--- src/nsx_pkg.sv ---
/*
 * Package for the nibble swap, exclusive OR and direction load datapath.
 * Holds opcode enumeration, operand ranges, widths and reset values.
 * Assumes one clock domain and an asynchronous active-low reset.
 */
package nsx_pkg;
   localparam int          NSX_DATA_W      = 8;
   localparam int          NSX_ADDR_W      = 5;
   localparam int          NSX_NIB_W       = 4;
   localparam logic [4:0]  NSX_FILE_MAX    = 5'h1F;
   localparam logic [4:0]  NSX_DIR_SEL_LO  = 5'h06;
   localparam logic [4:0]  NSX_DIR_SEL_HI  = 5'h07;
   localparam logic        NSX_DEST_ACC    = 1'h0;
   localparam logic        NSX_DEST_FILE   = 1'h1;
   localparam logic [7:0]  NSX_ACC_RST     = 8'h00;
   localparam logic [7:0]  NSX_DIR_RST     = 8'hFF;
   localparam logic        NSX_ZERO_RST    = 1'h0;

   typedef enum logic [2:0] {
      NSX_OP_NONE,
      NSX_OP_NIBBLE_EXCHANGE_FILE,
      NSX_OP_EXCLUSIVE_OR_ACC_FILE,
      NSX_OP_EXCLUSIVE_OR_LITERAL,
      NSX_OP_DIR_LOAD
   } nsx_op_e;
endpackage

--- src/nsx_alu.sv ---
/*
 * Combinational result former for the datapath.
 * Assumes the operation code and operands are stable within the cycle.
 */
`timescale 1ns/1ps
module nsx_alu
   import nsx_pkg::*;
(
   input  wire nsx_pkg::nsx_op_e i_op,      // Operation to perform
   input  wire logic [7:0]       i_acc,     // Accumulator value
   input  wire logic [7:0]       i_file,    // Addressed file register value
   input  wire logic [7:0]       i_lit,     // Immediate literal
   output logic      [7:0]       o_result,  // Operation result
   output logic                  o_is_zero  // Result equals zero
);
   wire logic [7:0] swapped;
   wire logic [7:0] xor_file;
   wire logic [7:0] xor_lit;

   assign swapped  = {i_file[NSX_NIB_W-1:0], i_file[NSX_DATA_W-1:NSX_NIB_W]};
   assign xor_file = i_acc ^ i_file;
   assign xor_lit  = i_acc ^ i_lit;

   assign o_result = (i_op == NSX_OP_NIBBLE_EXCHANGE_FILE)  ? swapped  :
                     (i_op == NSX_OP_EXCLUSIVE_OR_ACC_FILE) ? xor_file :
                     (i_op == NSX_OP_EXCLUSIVE_OR_LITERAL)  ? xor_lit  :
                     i_acc;
   assign o_is_zero = (o_result == 8'h00);
endmodule // nsx_alu

--- src/nsx_datapath.sv ---
/*
 * Execution datapath for nibble exchange, exclusive OR with file or literal,
 * and loading the pin direction register from the accumulator.
 * Assumes the decoder presents one operation per cycle with i_valid, and the
 * file array returns the addressed register's value combinationally.
 */
`timescale 1ns/1ps
module nsx_datapath
   import nsx_pkg::*;
#(
   parameter int DATA_W = NSX_DATA_W,
   parameter int ADDR_W = NSX_ADDR_W
)(
   input  wire logic              i_clk,       // Core instruction clock
   input  wire logic              i_rstn,      // Asynchronous reset, active low
   input  wire logic              i_valid,     // Operation present this cycle
   input  wire nsx_pkg::nsx_op_e  i_op,        // Operation code
   input  wire logic [4:0]        i_faddr,     // File address operand
   input  wire logic              i_dest,      // Destination select bit
   input  wire logic [7:0]        i_lit,       // Immediate literal
   input  wire logic [7:0]        i_file_rd,   // Addressed file register value
   output logic      [7:0]        o_acc,       // Accumulator
   output logic                   o_zero,      // Zero status flag
   output logic                   o_file_we,   // File write strobe
   output logic      [4:0]        o_file_wa,   // File write address
   output logic      [7:0]        o_file_wd,   // File write data
   output logic      [7:0]        o_dir_a,     // Pin direction register, select 6
   output logic      [7:0]        o_dir_b      // Pin direction register, select 7
);
   // The ports and the result former are fixed at 8-bit data and a 5-bit file
   // address, so any other setting is refused while the design is elaborated.
   if (DATA_W != NSX_DATA_W || ADDR_W != NSX_ADDR_W) begin : g_bad_width
      $error("nsx_datapath supports only 8-bit data and 5-bit file address");
   end

   logic [7:0] acc_q, acc_d;
   logic       zero_q, zero_d;
   logic       fwe_q;
   logic [4:0] fwa_q;
   logic [7:0] fwd_q;
   logic [7:0] dira_q, dira_d;
   logic [7:0] dirb_q, dirb_d;

   wire logic [7:0] result;
   wire logic       res_zero;
   wire logic       is_file_op;
   wire logic       to_file;
   wire logic       to_acc;
   wire logic       dir_hit_a;
   wire logic       dir_hit_b;

   // One decode serves both direction registers, so a change in operand coding
   // stays in one place. Operands other than the two selects do nothing.
   function automatic logic dir_pick(input nsx_op_e    op,
                                     input logic [4:0] sel,
                                     input logic [4:0] want);
      return (op == NSX_OP_DIR_LOAD) && (sel == want);
   endfunction

   // The result former is shared by every operation; only the write enables
   // below decide where a result lands.
   nsx_alu u_alu (
      .i_op      (i_op),
      .i_acc     (acc_q),
      .i_file    (i_file_rd),
      .i_lit     (i_lit),
      .o_result  (result),
      .o_is_zero (res_zero)
   );

   assign is_file_op = (i_op == NSX_OP_NIBBLE_EXCHANGE_FILE) ||
                       (i_op == NSX_OP_EXCLUSIVE_OR_ACC_FILE);
   assign to_file    = i_valid && is_file_op && (i_dest == NSX_DEST_FILE);
   assign to_acc     = i_valid && ((is_file_op && (i_dest == NSX_DEST_ACC)) ||
                       (i_op == NSX_OP_EXCLUSIVE_OR_LITERAL));
   assign dir_hit_a  = i_valid && dir_pick(i_op, i_faddr, NSX_DIR_SEL_LO);
   assign dir_hit_b  = i_valid && dir_pick(i_op, i_faddr, NSX_DIR_SEL_HI);

   assign acc_d  = to_acc ? result : acc_q;
   assign dira_d = dir_hit_a ? acc_q : dira_q;
   assign dirb_d = dir_hit_b ? acc_q : dirb_q;
   // Only the file exclusive OR touches the flag; swap and direction load hold it.
   assign zero_d = (i_valid && i_op == NSX_OP_EXCLUSIVE_OR_ACC_FILE) ? res_zero : zero_q;

   always_ff @(posedge i_clk or negedge i_rstn) begin
      if (!i_rstn) begin
         acc_q  <= NSX_ACC_RST;
         zero_q <= NSX_ZERO_RST;
         dira_q <= NSX_DIR_RST;
         dirb_q <= NSX_DIR_RST;
      end else begin
         acc_q  <= acc_d;
         zero_q <= zero_d;
         dira_q <= dira_d;
         dirb_q <= dirb_d;
      end
   end

   always_ff @(posedge i_clk or negedge i_rstn) begin
      if (!i_rstn) begin
         fwe_q <= 1'h0;
         fwa_q <= 5'h00;
         fwd_q <= 8'h00;
      end else begin
         fwe_q <= to_file;
         fwa_q <= i_faddr;
         fwd_q <= result;
      end
   end

   assign o_acc     = acc_q;
   assign o_zero    = zero_q;
   assign o_file_we = fwe_q;
   assign o_file_wa = fwa_q;
   assign o_file_wd = fwd_q;
   assign o_dir_a   = dira_q;
   assign o_dir_b   = dirb_q;
endmodule // nsx_datapath

--- config.mk ---
export PLATFORM = sky130hd
export DESIGN_NAME = nsx_datapath
export DESIGN_NICKNAME = d
export VERILOG_FILES = /design/src/nsx_pkg.sv /design/src/nsx_alu.sv /design/src/nsx_datapath.sv
export SDC_FILE = /design/constraint.sdc
export NUM_CORES = 1
export LEC_CHECK = 0
export BUFFER_PORTS_ARGS = -buffer_cell sky130_fd_sc_hd__buf_2
export CORE_UTILIZATION = 50
export CTS_BUF_LIST = sky130_fd_sc_hd__clkbuf_4 sky130_fd_sc_hd__clkbuf_8 sky130_fd_sc_hd__clkbuf_16
export DETAILED_ROUTE_END_ITERATION = 10
export PLACE_DENSITY = 0.8
export SLEW_MARGIN = 15
export SYNTH_ARGS = -nofsm -noshare
export SYNTH_HDL_FRONTEND = slang
export SYNTH_SLANG_ARGS = --single-unit
--- constraint.sdc ---
create_clock -name i_clk -period 1.75 [get_ports i_clk]
set_input_delay 0.2625 -clock i_clk [delete_from_list [all_inputs] [get_ports i_clk]]
set_output_delay 0.2625 -clock i_clk [all_outputs]
set_load 0.03 [all_outputs]
[Yosys cells after proc, flatten, opt, wreduce, memory -nomap -nowiden]
Cells that the tools add are included.
Cells by class
  add/subtract/negate cells: 0
  multiply operators: 0
  divide/modulo/power cells: 0
  order comparisons: 0
  equal/unequal tests: 6
  shift-type cells: 0
  muxes and demuxes: 3
  bitwise logic cells: 3
  reductions and logical operators: 12
Operators by type and width (count)
  8-bit 2-to-1 mux: 3
  8-bit XOR: 2
  5-bit by 3-bit equality test with 1-bit output, second input constant: 2
  1-bit logical AND: 9
  8-bit logical NOT: 1
  3-bit by 2-bit equality test with 1-bit output, second input constant: 2
  3-bit by 1-bit equality test with 1-bit output, second input constant: 1
  3-bit equality test, second input constant: 1
  1-bit logical OR: 2
  1-bit inverter: 1
Storage, ports and cells
  bits in registers: 39
  bits in latches: 0
  RAM bits: 0
  ROM bits: 0
  logic and storage cells: 31
  memories kept: 0

[Longest topological paths before layout]
  word-level depth: 5
  gate-level depth with buffers: 8
  depth with buffers taken out: 5

[By module]
From an unflattened synthesis, not the netlist that was laid out.
Second synthesis, totals
  cell total of the unflattened synthesis: 139
  area total of the unflattened synthesis: 1823.0 sq um
Modules (own cells, without submodules)
  nsx_datapath: times used 1, cells an instance 77, area each 1407.6 sq um, seq. area each 996.0 sq um
  nsx_alu: times used 1, cells an instance 62, area each 415.4 sq um, seq. area each 0.0 sq um

[Least setup slack after synthesis]
OpenSTA, ideal clock, no wires.
  path type: register to register
  from: reg acc_q[0], in the netlist o_acc[0]
  to: reg zero_q, in the netlist o_zero
  library setup time: 0.074 ns
  arrival time: 1.653 ns
  data required time: 1.676 ns
  path slack: 0.023 ns
  stages on the path, launching flop included: 6
  buffers on the path: 0
  period minus slack after synthesis: 1.727 ns
  cells stage by stage: dfrtp_1 > or3b_1 > a31oi_1 > o211ai_1 > a2111o_1 > o21ai_2
Between the ends
  cells in the longest elaborated chain, start to end: 5
  elaborated cells between the ends (all ways): 6
  classes of those cells: 3 x mux; 2 x bitwise; 1 x reduce/logical
Ends and longest elaborated chain
  start: declaration: line nsx_datapath.sv:36  | logic [7:0] acc_q, acc_d;
  start signal: assignment: line nsx_datapath.sv:87  | acc_q <= NSX_ACC_RST;
  start signal: assignment: line nsx_datapath.sv:92  | acc_q <= acc_d;
  8-bit XOR: line nsx_alu.sv:22  | assign xor_lit = i_acc ^ i_lit;
  8-bit 2-to-1 mux: line nsx_alu.sv:26  | (i_op == NSX_OP_EXCLUSIVE_OR_LITERAL) ? xor_lit :
  8-bit 2-to-1 mux (*): line nsx_alu.sv:25  | (i_op == NSX_OP_EXCLUSIVE_OR_ACC_FILE) ? xor_file :
  8-bit 2-to-1 mux (*): line nsx_alu.sv:24  | assign o_result = (i_op == NSX_OP_NIBBLE_EXCHANGE_FILE) ? swapped :
  8-bit logical NOT (*): line nsx_alu.sv:28  | assign o_is_zero = (o_result == 8'h00);
  end signal: assignment: line nsx_datapath.sv:93  | zero_q <= zero_d;
  end: declaration: line nsx_datapath.sv:37  | logic zero_q, zero_d;
Every way passes the cells marked *; elsewhere a longest branch is shown, timed or not.
A chain may end at the register's enable or synchronous reset.

[Final worst setup path]
  from: reg acc_q[5], in the netlist o_acc[5]
  to: reg zero_q, in the netlist o_zero
Between the ends
  cells in the longest elaborated chain, start to end: 5
  elaborated cells between the ends (all ways): 6
  classes of those cells: 3 x mux; 2 x bitwise; 1 x reduce/logical
Ends and longest elaborated chain
  8-bit XOR: line nsx_alu.sv:22
  8-bit 2-to-1 mux: line nsx_alu.sv:26
  8-bit 2-to-1 mux (*): line nsx_alu.sv:25
  8-bit 2-to-1 mux (*): line nsx_alu.sv:24
  named net result[5]: line nsx_datapath.sv:44  | wire logic [7:0] result;
  8-bit logical NOT (*): line nsx_alu.sv:28
The timed path passes the listed nets; every way through them passes the cells marked *.

==> results.sh <==
export IMPL_grtUsageTotal=0.2467
export IMPL_start_util=0.5278
export IMPL_ys_flop_type="dfrtp_1"
export IMPL_wl_mm=4.611
export IMPL_fin_tns_setup_ns=0
export IMPL_numCtsBuffers=5
export IMPL_cts_root_buf="clkbuf_8"
export IMPL_clock_path_buffers=2
export IMPL_clock_sinks=39
export IMPL_synth_cells=163
export IMPL_cp_slowest_cell="dfrtp_2"
export IMPL_routed_via_count=1651
export IMPL_drcViolationCount=0
export IMPL_start_kind="register"
export IMPL_power_density_mw_per_mm2=1238
export IMPL_antenna_found_initial=0
export IMPL_relSlewSlack=0.6812
export IMPL_grt_pass1_vias=1633
export IMPL_gp_congestion=0.8508
export IMPL_async_flop_share=1.000
export IMPL_synth_cell_type_count=53
export IMPL_grt_pass1_wl_mm=7.638
export IMPL_die_h_um=64.40
export IMPL_use_met3=0.07500
export IMPL_antennaDiodeCount=0
export IMPL_grt_overflow=0
export IMPL_drv_cap=0
export IMPL_min_period_ns=1.665
export IMPL_clkPwrFrac=0.193
export IMPL_power_switching_mw=1.233
export IMPL_ant_nets=0
export IMPL_drive_above_1_share=0.5680
export IMPL_hold_viol_final=0
export IMPL_viasPerCell=5.540
export IMPL_htree_levels=2
export IMPL_sw_frac_of_total=0.3954
export IMPL_setup_violations=0
export IMPL_slew_violations=0
export IMPL_syn_avg_cell_area_um2=11.94
export IMPL_synth_seq_cells=39
export IMPL_top_level_ports=67
export IMPL_hold_path_class="in2async"
export IMPL_dp_final_hpwl_mm=3.489
export IMPL_yosysWarnings=0
export IMPL_critPathKind="reg2reg"
export IMPL_finalCritPeriodShare=0.9516
export IMPL_numPortBuffers=66
export IMPL_crit_fanout=6
export IMPL_hold_buffers=0
export IMPL_max_freq_mhz=600.5
export IMPL_status="complete, no violations"
export IMPL_cts_tree="built"
export IMPL_core_mm2=0.003689
export IMPL_syn_num_nets=191
export IMPL_clock_latency_ns=0.29
export IMPL_grt_met1_usage=0.3074
export IMPL_p_int_mw=1.886
export IMPL_wl_per_cell_um=15.47
export IMPL_top_usage_layer="met2"
export IMPL_arrival_ns=1.89
export IMPL_rows=22
export IMPL_drt_iter0_markers=68
export IMPL_clkTransAtPathRegs_ns=0.07
export IMPL_synth_edff_count=0
export IMPL_utilization=0.6828
export IMPL_gr_usage_met2=0.3974
export IMPL_required_ns=1.97
export IMPL_crit_chain="and3b_1, a311oi_1, o221ai_1, a2111o_1, o21ai_2"
export IMPL_ys_seq_area_frac=0.5116
export IMPL_syn_cell_area_mm2=0.001947
export IMPL_fin_skew_ns=0.003778
export IMPL_grt_max_degree=40
export IMPL_crit_path_end_kind="register"
export IMPL_die_area_mm2=0.004147
export IMPL_die_w_um=64.40
export IMPL_tightest_slew_ns=0.4782
export IMPL_vdd_drop_max_v=0.0006065
export IMPL_firstDrtPassIters=4
export IMPL_syn2layout_area_growth_pct=29.37
export IMPL_nets=277
export IMPL_p_leak_nw=1.212
export IMPL_power_frac_comb=0.413
export IMPL_crit_path_max_incr_delay_ns=0.45
export IMPL_seqPwrFrac=0.394
==> worst paths after layout <==
path,start,to,slack (ns),cells after the start
setup / recovery,o_acc[5],o_zero,0.08,5
setup reg to reg,o_acc[5],o_zero,0.08,5
hold / removal,i_rstn,o_acc[2],0.004,2
max in group asynchronous,i_rstn,o_dir_a[7],1.39,2
hold reg to reg,o_dir_b[5],o_dir_b[5],0.48,2
min in group i_clk,i_faddr[2],o_file_wa[2],0.09,1
==> repair_timing <==
action / 4_1_cts / 5_1_grt
buffers inserted: 0 / 1
setup endpoints to repair: 0 / 1
resized for setup: 0 / 1
==> registers in the layout, summed over array words and instances (netlist names) <==
name       cells
o_acc          8
o_dir_a        8
o_dir_b        8
o_file_wa      5
o_file_wd      8
o_file_we      1
o_zero         1
==> layer usage <==
| layer | vias up | wire length [um] | part of all wire |
|---|---|---|---|
| li1 | 776 | - | - |
| met1 | 797 | 1979 | 0.43 |
| met2 | 72 | 2190 | 0.47 |
| met3 | 6 | 380 | 0.082 |
| met4 | 0 | 61 | 0.013 |
| met5 | - | 0 | 0 |
==> through the flow <==
stage,area [um2],hold slack [ns],std cells,power [mW],setup slack [ns]
3_5_place_dp,2421,0.3408,289,2.516,-0.04477
5_1_grt,2519,0.05088,298,3.285,-0.006054
2_1_floorplan,1947,-0.03309,163,2.044,0.02341
4_1_cts,2510,0.02505,297,3.131,0.08692
6_report,2519,0.004497,298,3.119,0.08475
3_3_place_gp,2421,0.3322,289,2.494,0.002810
==> layout make-up <==
cell class | count | area [um2]
well taps | 48 | 60.06
multi-input cells | 111 | 865.8
fillers | 299 | 1170
flip-flops and latches | 39 | 997.2
inverters | 5 | 18.77
clock inverters | 1 | 5.005
clock buffers | 7 | 83.83
repair buffers | 87 | 488.0
==> Yosys cell counts, types with 2 or more instances <==
cell        n  share of area
dfrtp_1    23           0.30
mux2_2     21           0.12
dfstp_2    16           0.22
nand2_1     6          0.012
nor2_1      6          0.012
a21oi_1     5          0.013
a31oi_1     4          0.013
inv_1       4         0.0077
nor3_1      4          0.010
o21ai_1     4          0.010
or3_1       4          0.013
and3b_1     3          0.013
mux2i_1     3          0.015
nand2b_1    3         0.0096
nand4b_1    3          0.013
nor2b_1     3         0.0096
o21ai_0     3         0.0077
a211oi_1    2         0.0077
buf_2       2         0.0051
buf_4       2         0.0077
buf_6       2          0.012
mux2_1      2          0.012
nand4bb_1   2          0.012
nor4_1      2         0.0064
nor4b_1     2         0.0090
o211ai_1    2         0.0077
o21ai_2     2         0.0090
or2_2       2         0.0064
or3b_1      2         0.0090
==> placed cells by master (no fill, tap or decap), types with 4 or more instances in the layout <==
cell      instances
inv_1             4
nand2_1           6
buf_2            66
a31oi_1           4
clkbuf_8          5
mux2_2           21
o21ai_1           4
buf_4            21
or3_1             4
nor3_1            4
a21oi_1           5
dfstp_2          16
dfrtp_1          22
nor2_1            6
==> worst max-delay path, delay by kind of cell, from the launching register on <==
| family | cells | cell delay (ns) |
|---|---|---|
| compound gates | 4 | 0.98 |
| flops | 1 | 0.45 |
| simple gates | 1 | 0.17 |
==> cells by family after synthesis <==
group                    after synthesis  synth area share
XOR/XNOR                               1          0.004500
flip-flops                            39            0.5116
buffers and inverters                 13           0.04369
multiplexers                          26            0.1485
AO/OA/AOI/OAI                         33            0.1176
AND/OR/NAND/NOR                       50            0.1690
adder cells (fa/ha/maj)                1          0.005142
==> power groups by stage <==
stage                     sequential, mW  clock (mW)  combinational, mW
final                               1.23       0.602               1.29
after CTS                           1.23       0.618               1.28
after floorplan                     1.66           0              0.382
after global placement              1.24           0               1.26
after global routing                1.26       0.650               1.38
after detailed placement            1.24           0               1.27
No activity file was read; power rests on OpenSTA's default activity.
